### config.mk
export PLATFORM = sky130hd
export DESIGN_NAME = ubk_break_unit
export DESIGN_NICKNAME = d
export VERILOG_FILES = /design/src/ubk_pkg.sv /design/src/ubk_break_unit.sv
export VERILOG_INCLUDE_DIRS = /design/src
export SDC_FILE = /design/constraint.sdc
export NUM_CORES = 1
export LEC_CHECK = 0
export BUFFER_PORTS_ARGS = -buffer_cell sky130_fd_sc_hd__buf_2
export CAP_MARGIN = 30
export CORE_AREA = 2 2 123 125
export DETAILED_ROUTE_END_ITERATION = 8
export DIE_AREA = 0 0 125 127
export HOLD_SLACK_MARGIN = 0.12
export RECOVER_POWER = 100
export SLEW_MARGIN = 30
export SYNTH_ARGS = -nofsm -noshare
export SYNTH_HDL_FRONTEND = slang
export SYNTH_SLANG_ARGS = --single-unit
### constraint.sdc
create_clock -name hclk -period 2.1 [get_ports hclk]
set_input_delay 0.21 -clock hclk [delete_from_list [all_inputs] [get_ports hclk]]
set_output_delay 0.21 -clock hclk [all_outputs]
set_load 0.01 [all_outputs]
### src/ubk_cfg.svh
// Constants for the bus cycle break comparator: register offsets, field positions, reset values.
// Assumes inclusion by the package, the comparator module and its test bench.
`ifndef UBK_CFG_SVH
`define UBK_CFG_SVH

// Register byte offsets on the AHB-Lite slave.
`define UBK_OFF_ADDR_HIGH   8'h00
`define UBK_OFF_ADDR_LOW    8'h04
`define UBK_OFF_MASK_HIGH   8'h08
`define UBK_OFF_MASK_LOW    8'h0C
`define UBK_OFF_CYCLE_SEL   8'h10

// Reset value of the four address and mask registers.
`define UBK_REG_RESET       16'h0000

// Field positions inside the cycle select register.
`define UBK_REQ_HI          7
`define UBK_REQ_LO          6
`define UBK_KIND_HI         5
`define UBK_KIND_LO         4
`define UBK_DIR_HI          3
`define UBK_DIR_LO          2
`define UBK_SIZE_HI         1
`define UBK_SIZE_LO         0
`define UBK_SEL_USED_MSB    7

// Operand size codes carried on the monitor port and in the size field.
`define UBK_SIZE_IGNORE     2'h0
`define UBK_SIZE_BYTE       2'h1
`define UBK_SIZE_WORD       2'h2
`define UBK_SIZE_LONG       2'h3

// AHB transfer type and size encodings used by the slave.
`define UBK_HTRANS_NONSEQ   2'h2
`define UBK_HTRANS_SEQ      2'h3
`define UBK_HSIZE_WORD      3'h2

`endif

### src/ubk_pkg.sv
// Types shared by the bus cycle break comparator.
// Assumes the constants header is available on the include path.
package ubk_pkg;
`include "ubk_cfg.svh"

   // Data phase state of the register slave, one-hot.
   typedef enum logic [1:0]
   {
      UBK_PH_IDLE = 2'h1,
      UBK_PH_DATA = 2'h2
   } ubk_phase_e;

   // A two-bit selector field.
   typedef logic [1:0] ubk_sel_t;
endpackage

### src/ubk_break_unit.sv
// Bus cycle break comparator: an AHB-Lite register slave plus the match logic
// that compares each monitored CPU or DMA bus cycle against a programmed break condition.
// Assumes the monitored cycle arrives synchronous to hclk as a one-cycle valid strobe,
// and that the interrupt controller samples the break request on hclk.
// The register slave answers every transfer with zero wait states and an OKAY response.
// A read returns data latched at its address phase. Software that reads a register
// straight after writing it therefore sees the old value unless one idle cycle separates them.
// Standby arrives from outside this clock's timing and is synchronised, but nothing
// in the condition registers listens to it, so holding state in standby costs no logic.
// The break request is a pulse of one clock; a controller that needs it held
// must latch it on its own side.
//
// Implementation choices: the AHB-Lite interface to the registers and the placing of the registers.
`timescale 1ns/1ps
`include "ubk_cfg.svh"

module ubk_break_unit
   import ubk_pkg::*;
(
   // Clock and reset.
   input  wire logic        hclk,
   input  wire logic        hresetn,
   // AHB-Lite slave port.
   // Only the low address byte is decoded; the rest of haddr is ignored.
   input  wire logic        hsel,
   input  wire logic [31:0] haddr,
   input  wire logic [1:0]  htrans,
   input  wire logic        hwrite,
   input  wire logic [2:0]  hsize,
   input  wire logic [31:0] hwdata,
   input  wire logic        hready,
   output logic      [31:0] hrdata,
   output logic             hreadyout,
   output logic             hresp,
   // Monitored bus cycle.
   // All fields are qualified by mon_valid and come from logic on hclk, so they pass no synchroniser.
   input  wire logic        mon_valid,
   input  wire logic [31:0] mon_addr,
   input  wire logic        mon_is_dma,
   input  wire logic        mon_is_fetch,
   input  wire logic        mon_is_write,
   input  wire logic [1:0]  mon_size,
   // Power state, seen only to document that it never disturbs the registers.
   input  wire logic        standby,
   // Break request toward the interrupt controller.
   output logic             break_req
);

   // Programmed break condition registers.
   logic [15:0] addr_high_q;           // Upper address half.
   logic [15:0] addr_low_q;            // Lower address half.
   logic [15:0] mask_high_q;           // Upper mask half.
   logic [15:0] mask_low_q;            // Lower mask half.
   logic [7:0]  cycle_sel_q;           // Used bits of the cycle select register.

   // Captured address phase.
   ubk_phase_e  phase_q;               // Data phase pending or not.
   logic        wr_q;                  // Captured write flag.
   logic [7:0]  off_q;                 // Captured byte offset.
   logic [31:0] rdata_q;               // Read data register.
   logic        break_q;               // Registered break request.

   // Standby comes from a pin outside this clock's timing, so it passes three flip-flops.
   // The synchronised level is only watched by the hold check; no register logic reads it,
   // which is what keeps standby from ever touching the break condition.
   logic [2:0]  standby_sync_q;        // Three-stage standby synchroniser.
   logic        standby_q;             // Standby level once stages two and three agree.
   wire         standby_agree = (standby_sync_q[2] == standby_sync_q[1]); // Last two stages agree.

   // Standby synchroniser; a change counts only once the last two stages agree.
   always_ff @(posedge hclk or negedge hresetn)
   begin
      if (!hresetn)
      begin
         standby_sync_q <= 3'h0;
         standby_q      <= 1'b0;
      end
      else
      begin
         standby_sync_q <= {standby_sync_q[1:0], standby};
         if (standby_agree)
         begin
            standby_q <= standby_sync_q[2];
         end
      end
   end

   // A word access selects one register by its low address byte.
   function automatic logic hit(input logic [7:0] off, input logic [7:0] target);
      hit = (off == target);
   endfunction

   // A selector pair grants a match when the bit for the observed kind is set.
   // Code 00 therefore never matches, which is the "no break" setting.
   // Keeping the decode in one function means the three selector pairs cannot drift
   // apart in how they read their bits.
   function automatic logic pair_ok(input ubk_sel_t sel, input logic second);
      pair_ok = second ? sel[1] : sel[0];
   endfunction

   // Address phase accepted when selected, ready and a real transfer.
   wire         addr_take   = hsel && hready &&
                              (htrans == `UBK_HTRANS_NONSEQ || htrans == `UBK_HTRANS_SEQ);
   wire         in_data     = (phase_q == UBK_PH_DATA);
   wire         do_write    = in_data && wr_q;

   // Register write strobes, decoded from the captured offset.
   wire         we_addr_hi  = do_write && hit(off_q, `UBK_OFF_ADDR_HIGH);
   wire         we_addr_lo  = do_write && hit(off_q, `UBK_OFF_ADDR_LOW);
   wire         we_mask_hi  = do_write && hit(off_q, `UBK_OFF_MASK_HIGH);
   wire         we_mask_lo  = do_write && hit(off_q, `UBK_OFF_MASK_LOW);
   wire         we_sel      = do_write && hit(off_q, `UBK_OFF_CYCLE_SEL);

   // Read mux, selected by the address phase so data is ready one cycle later.
   // Unmapped offsets read zero; the reserved selection bits read zero too.
   // The mux looks at the live address bus, not the captured offset, because the
   // data must already sit in the read register when the data phase begins.
   // The price is that a write still in its data phase is not yet visible here.
   wire [7:0]   rd_off      = haddr[7:0];
   wire [31:0]  rd_mux      =
      hit(rd_off, `UBK_OFF_ADDR_HIGH) ? {16'h0000, addr_high_q} :
      hit(rd_off, `UBK_OFF_ADDR_LOW)  ? {16'h0000, addr_low_q}  :
      hit(rd_off, `UBK_OFF_MASK_HIGH) ? {16'h0000, mask_high_q} :
      hit(rd_off, `UBK_OFF_MASK_LOW)  ? {16'h0000, mask_low_q}  :
      hit(rd_off, `UBK_OFF_CYCLE_SEL) ? {24'h000000, cycle_sel_q} :
      32'h00000000;

   // Address comparison: a set mask bit removes that bit from the compare.
   // The two halves are joined so one 32-bit compare serves both register pairs.
   // An all-ones mask makes every address match.
   wire [31:0]  brk_addr    = {addr_high_q, addr_low_q};
   wire [31:0]  brk_mask    = {mask_high_q, mask_low_q};
   wire         addr_ok     = (((mon_addr ^ brk_addr) & ~brk_mask) == 32'h00000000);

   // Selector fields.
   // Requester, kind and direction are each a pair of grant bits: bit zero for the first kind of cycle
   // (CPU, fetch, read) and bit one for the second (DMA, data, write). Code 00
   // grants nothing, so any one of those three pairs left at zero silences the whole break; size code 00 ignores size.
   wire ubk_sel_t req_sel   = cycle_sel_q[`UBK_REQ_HI:`UBK_REQ_LO];
   wire ubk_sel_t kind_sel  = cycle_sel_q[`UBK_KIND_HI:`UBK_KIND_LO];
   wire ubk_sel_t dir_sel   = cycle_sel_q[`UBK_DIR_HI:`UBK_DIR_LO];
   wire ubk_sel_t size_sel  = cycle_sel_q[`UBK_SIZE_HI:`UBK_SIZE_LO];

   wire         req_ok      = pair_ok(req_sel, mon_is_dma);
   wire         kind_ok     = pair_ok(kind_sel, !mon_is_fetch);
   wire         dir_ok      = pair_ok(dir_sel, mon_is_write);

   // Fetches always compare as word; data uses its own operand size.
   // Software is expected to keep the size low bit clear for fetch breaks; if it
   // does not, a byte or long word size simply never matches a fetch.
   wire [1:0]   eff_size    = mon_is_fetch ? `UBK_SIZE_WORD : mon_size;
   wire         size_ok     = (size_sel == `UBK_SIZE_IGNORE) || (size_sel == eff_size);

   wire         cycle_match = mon_valid && addr_ok && req_ok && kind_ok && dir_ok && size_ok;

   // Slave outputs; this slave never inserts wait states and never errors.
   assign hreadyout = 1'b1;
   assign hresp     = 1'b0;
   assign hrdata    = rdata_q;
   assign break_req = break_q;

   // Address phase capture and read data register.
   // Only the write flag, the offset and the read data survive into the data phase.
   // The phase register is one-hot so that an illegal code is easy to spot.
   always_ff @(posedge hclk or negedge hresetn)
   begin
      if (!hresetn)
      begin
         phase_q <= UBK_PH_IDLE;
         wr_q    <= 1'b0;
         off_q   <= 8'h00;
         rdata_q <= 32'h00000000;
      end
      else
      begin
         // Only full-word writes are decoded; reads decode at any size, and narrower writes complete but write nothing.
         phase_q <= addr_take ? UBK_PH_DATA : UBK_PH_IDLE;
         wr_q    <= addr_take && hwrite && (hsize == `UBK_HSIZE_WORD);
         off_q   <= haddr[7:0];
         if (addr_take && !hwrite)
         begin
            rdata_q <= rd_mux;
         end
      end
   end

   // Condition registers. Standby has no term here, so it can never disturb them.
   // Writes take the low half of the data word; the upper half is dropped.
   // The select register keeps only its low byte, which also makes the reserved
   // bits cheap: there is nothing stored that could ever read back as one.
   always_ff @(posedge hclk or negedge hresetn)
   begin
      if (!hresetn)
      begin
         addr_high_q <= `UBK_REG_RESET;
         addr_low_q  <= `UBK_REG_RESET;
         mask_high_q <= `UBK_REG_RESET;
         mask_low_q  <= `UBK_REG_RESET;
         cycle_sel_q <= 8'h00;
      end
      else
      begin
         if (we_addr_hi) addr_high_q <= hwdata[15:0];
         if (we_addr_lo) addr_low_q  <= hwdata[15:0];
         if (we_mask_hi) mask_high_q <= hwdata[15:0];
         if (we_mask_lo) mask_low_q  <= hwdata[15:0];
         // Reserved bits are not stored, so they always read back zero.
         if (we_sel)     cycle_sel_q <= hwdata[`UBK_SEL_USED_MSB:0];
      end
   end

   // Break request: one registered pulse for each matching monitored cycle.
   // Registering costs one cycle of latency but keeps the compare tree off the
   // interrupt controller's input timing.
   always_ff @(posedge hclk or negedge hresetn)
   begin
      if (!hresetn)
      begin
         break_q <= 1'b0;
      end
      else
      begin
         break_q <= cycle_match;
      end
   end
endmodule

==> metrics.md <==
| Metric | Value |
|---|---|
| Reg power frac | `46.2%` |
| Cell total after placement | `693` |
| First-pass GRT wire length | `21,610 um` |
| Worst EP required | `2.35 ns` |
| Syn_area_per_cell | `11.93 sq um` |
| Number of setup violations in the final report | `0` |
| CP endpoint kind | `register` |
| CP top delay family | `simple AND/OR/NAND/NOR gates` |
| Static Leak | `2.813 nW` |
| Post-synth EDFFs | `0` |
| Number of global-route vias before repair | `3,913` |
| Final Hold Viols | `0` |
| FP Rows | `44` |
| Seq/Total Area, Yosys | `50.33%` |
| Min Tclk post-route | `2.047 ns` |
| Comb pwr share | `9.8%` |
| Sw Pwr | `1.064 mW` |
| H-Tree Depth | `3` |
| Post-route insts no fill | `726` |
| Diodes inserted | `0` |
| Largest net degree at the start of global routing | `56` |
| Final cycle utilization of the critical path | `97.47%` |
| Warnings from Yosys | `0` |
| FFs w/ async S/R, synth | `100.0%` |
| CTS tree | `done` |
| Mapped Cells | `417` |
| Max Slew Vio Count | `0` |
| Final ANT Viol Nets | `0` |
| Buffers and inverters on the worst path | `2` |
| Die height | `127 um` |
| Initial antenna violation count | `0` |
| Root Buffer | `clkbuf_16` |
| Clock sink count | `100` |
| Avg WL per Cell | `19.09 um` |
| Max Freq | `488.5 MHz` |
| Routed wire length | `13,860 um` |
| Fillers | `1,374` |
| Power Dens Cells | `715.9 nW/um^2` |
| Setup slack at placement | `0.01279 ns` |
| Starting density of the core | `34.49%` |
| Critical Path AT | `2.29 ns` |
| Clock power share | `44.1%` |
| Layout cells sized above 1 | `33.76%` |
| Die area | `15,880 sq um` |
| PortBufs | `87` |
| WS Path Type | `register to register` |
| #FFs+latches synth | `100` |
| Global-route usage over all layers | `17.74%` |
| GPL Wtd Cong | `0.8356` |
| Fin nets | `650` |
| Initial drt markers | `265` |
| Max Cap Viol | `0` |
| Worst setup margin | `0.05312 ns` |
| Final Instance Area | `6166 sq um` |
| Most used DFF post-synth | `dfrtp_1` |
| Startpoint Class | `register` |
| Vias/cell | `5.047` |
| Vias | `3,664` |
| Status | `complete, no violations` |
| GR Overflow Total | `0` |
| I/O Pins | `148` |
| DRT Pass-1 Iters | `4` |
| DRC viols | `0` |
| Max clock buf depth | `2` |
| Post-DP Area | `5724 sq um` |
| Maximum VDD drop | `0.4161 mV` |
| Clock Latency Late Sink | `0.35 ns` |
| CP Max Fanout | `8` |
| Int Power | `3.351 mW` |
| Max incr delay on CP | `0.40 ns` |
| Clock skew | `0.008048 ns` |
| Max-slew headroom | `24.81%` |
| Min-Delay Path Class | `primary input to register` |
| Util after Layout | `42.75%` |
| Core area | `14,420 sq um` |
| Net Sw Frac | `24.10%` |
| Area grow syn2layout | `23.94%` |
| Die X | `125 um` |
| CP Cell Sequence | `nor4_4, nand2_1, or2_4, nor3b_4, buf_4, clkbuf_16, mux2_2` |
| Mapped Area | `4975 sq um` |
| Worst slew pin tran | `1.128 ns` |
| TritonCTS buffer count | `9` |
| Unique masters post-synth | `43` |
| Clock-pin slew on the worst setup and hold paths | `0.07 ns` |
| DP Wirelength | `9745 um` |
| Slowest cell on the critical path | `dfrtp_1` |
-- metrics by stage --
step	total power, mW	setup TNS [ns]	hold WS, ns
after floorplan	2.287	0	-0.08559
after global placement	2.499	0	0.03030
after detailed placement	2.506	0	0.02990
after CTS	4.462	0	0.1202
after global routing	4.584	-0.4698	0.1230
final	4.414	0	0.1295
-- cell usage after synthesis, drive strengths merged, types with 2 or more instances --
cell type	number	area, sq um
dfrtp	99	2477
o21ai	13	65.06
or2	2	12.52
xnor2	32	280.3
buf	25	183.9
or3b	6	52.55
nor3b	3	50.05
nor4	4	31.28
a31oi	2	12.51
a211oi	6	45.04
mux4	8	180.2
o2bb2ai	2	17.52
a21oi	15	75.07
nor3	3	26.28
a221oi	6	52.55
inv	5	18.77
nand2b	7	43.79
a211o	2	17.52
nand2	27	101.4
clkbuf	10	37.54
mux2i	2	20.02
o22ai	15	93.84
nor2	28	105.1
conb	2	7.510
mux2	72	810.8
nand3b	2	15.01
nand3	11	55.05
-- state kept, by name, summed over array words and instances (netlist names) --
signal / flops
addr_high_q: 16
addr_low_q: 16
break_req: 1
cycle_sel_q: 8
hrdata: 16
mask_high_q: 16
mask_low_q: 16
off_q: 8
phase_q: 2
wr_q: 1
-- cell usage in the layout, fill, tap and decap left out, drive strengths merged, types with 13 or more instances in the layout --
master and count:
o22ai 15, xnor2 32, nor2 28, dfrtp 99, o21ai 13, buf 81
a21oi 15, clkbuf 43, dlygate4sd3 13, nand2 27, conb 18, mux2 72
-- what timing repair did --
action / in CTS / in global routing
resized for setup: 1 / 1
endpoints found under the setup margin: 3 / 32
pin swaps: 0 / 3
setup buffers: 0 / 3
endpoints found under the hold margin: 114 / 0
hold buffers: 13 / 0
cloned: 0 / 1
-- power by group through the flow --
stage / sequential [mW] / clock [mW] / combinational, mW
after global placement: 2.07 / 0 / 0.429
after detailed placement: 2.07 / 0 / 0.433
after CTS: 2.04 / 1.97 / 0.454
after global routing: 2.05 / 2.06 / 0.479
after floorplan: 2.08 / 0 / 0.211
final: 2.04 / 1.94 / 0.432
-- area by class of cell --
type / instances / area [sq um] / area share (%)
Clock buffer: 9 / 225.2 / 3.653
Tap cell: 184 / 230.2 / 3.734
Timing Repair Buffer: 128 / 765.7 / 12.42
Clock inverter: 7 / 120.1 / 1.948
Sequential cell: 100 / 2504 / 40.60
Multi-Input combinational cell: 293 / 2302 / 37.34
Inverter: 5 / 18.77 / 0.3044
-- worst paths after layout --
kind                       slack (ns)                          to  depth (start not counted)                   start
setup / recovery                 0.05   addr_low_q[2]$_DFFE_PN0P_                          7      off_q[6]$_DFF_PN0_
hold / removal                   0.13              wr_q$_DFF_PN0_                          3                hsize[1]
setup reg to reg                 0.05   addr_low_q[2]$_DFFE_PN0P_                          7      off_q[6]$_DFF_PN0_
hold reg to reg                  0.48      hrdata[15]$_DFFE_PN0P_                          2  hrdata[15]$_DFFE_PN0P_
max in group asynchronous        0.56  addr_low_q[13]$_DFFE_PN0P_                          3                 hresetn
min in group asynchronous        0.26          off_q[1]$_DFF_PN0_                          2                 hresetn
-- tightest hold or removal path: stages --
cell,delay (ns)
buf_2,0.10
nand4bb_1,0.09
nor2_1,0.05
-- layer usage --
metal / track usage, % / vias up / share of wire, %
li1: - / 1696 / -
met1: 23.78 / 1844 / 45
met2: 29.48 / 114 / 49
met3: 4.355 / 10 / 5.2
met4: 3.725 / 0 / 0.92
met5: 0 / - / 0
-- logic make-up (layout without fill, tap and decap cells) --
| family | after synthesis | in the layout | synth area share [%] |
|---|---|---|---|
| simple gates | 97 | 97 | 10.64 |
| buf+inv | 40 | 149 | 4.829 |
| other cells | 2 | 18 | 0.1510 |
| flops | 100 | 100 | 50.33 |
| xor+xnor | 32 | 32 | 5.634 |
| compound gates | 64 | 64 | 8.099 |
| mux | 82 | 82 | 20.32 |
(Power assumes the default switching activity.)
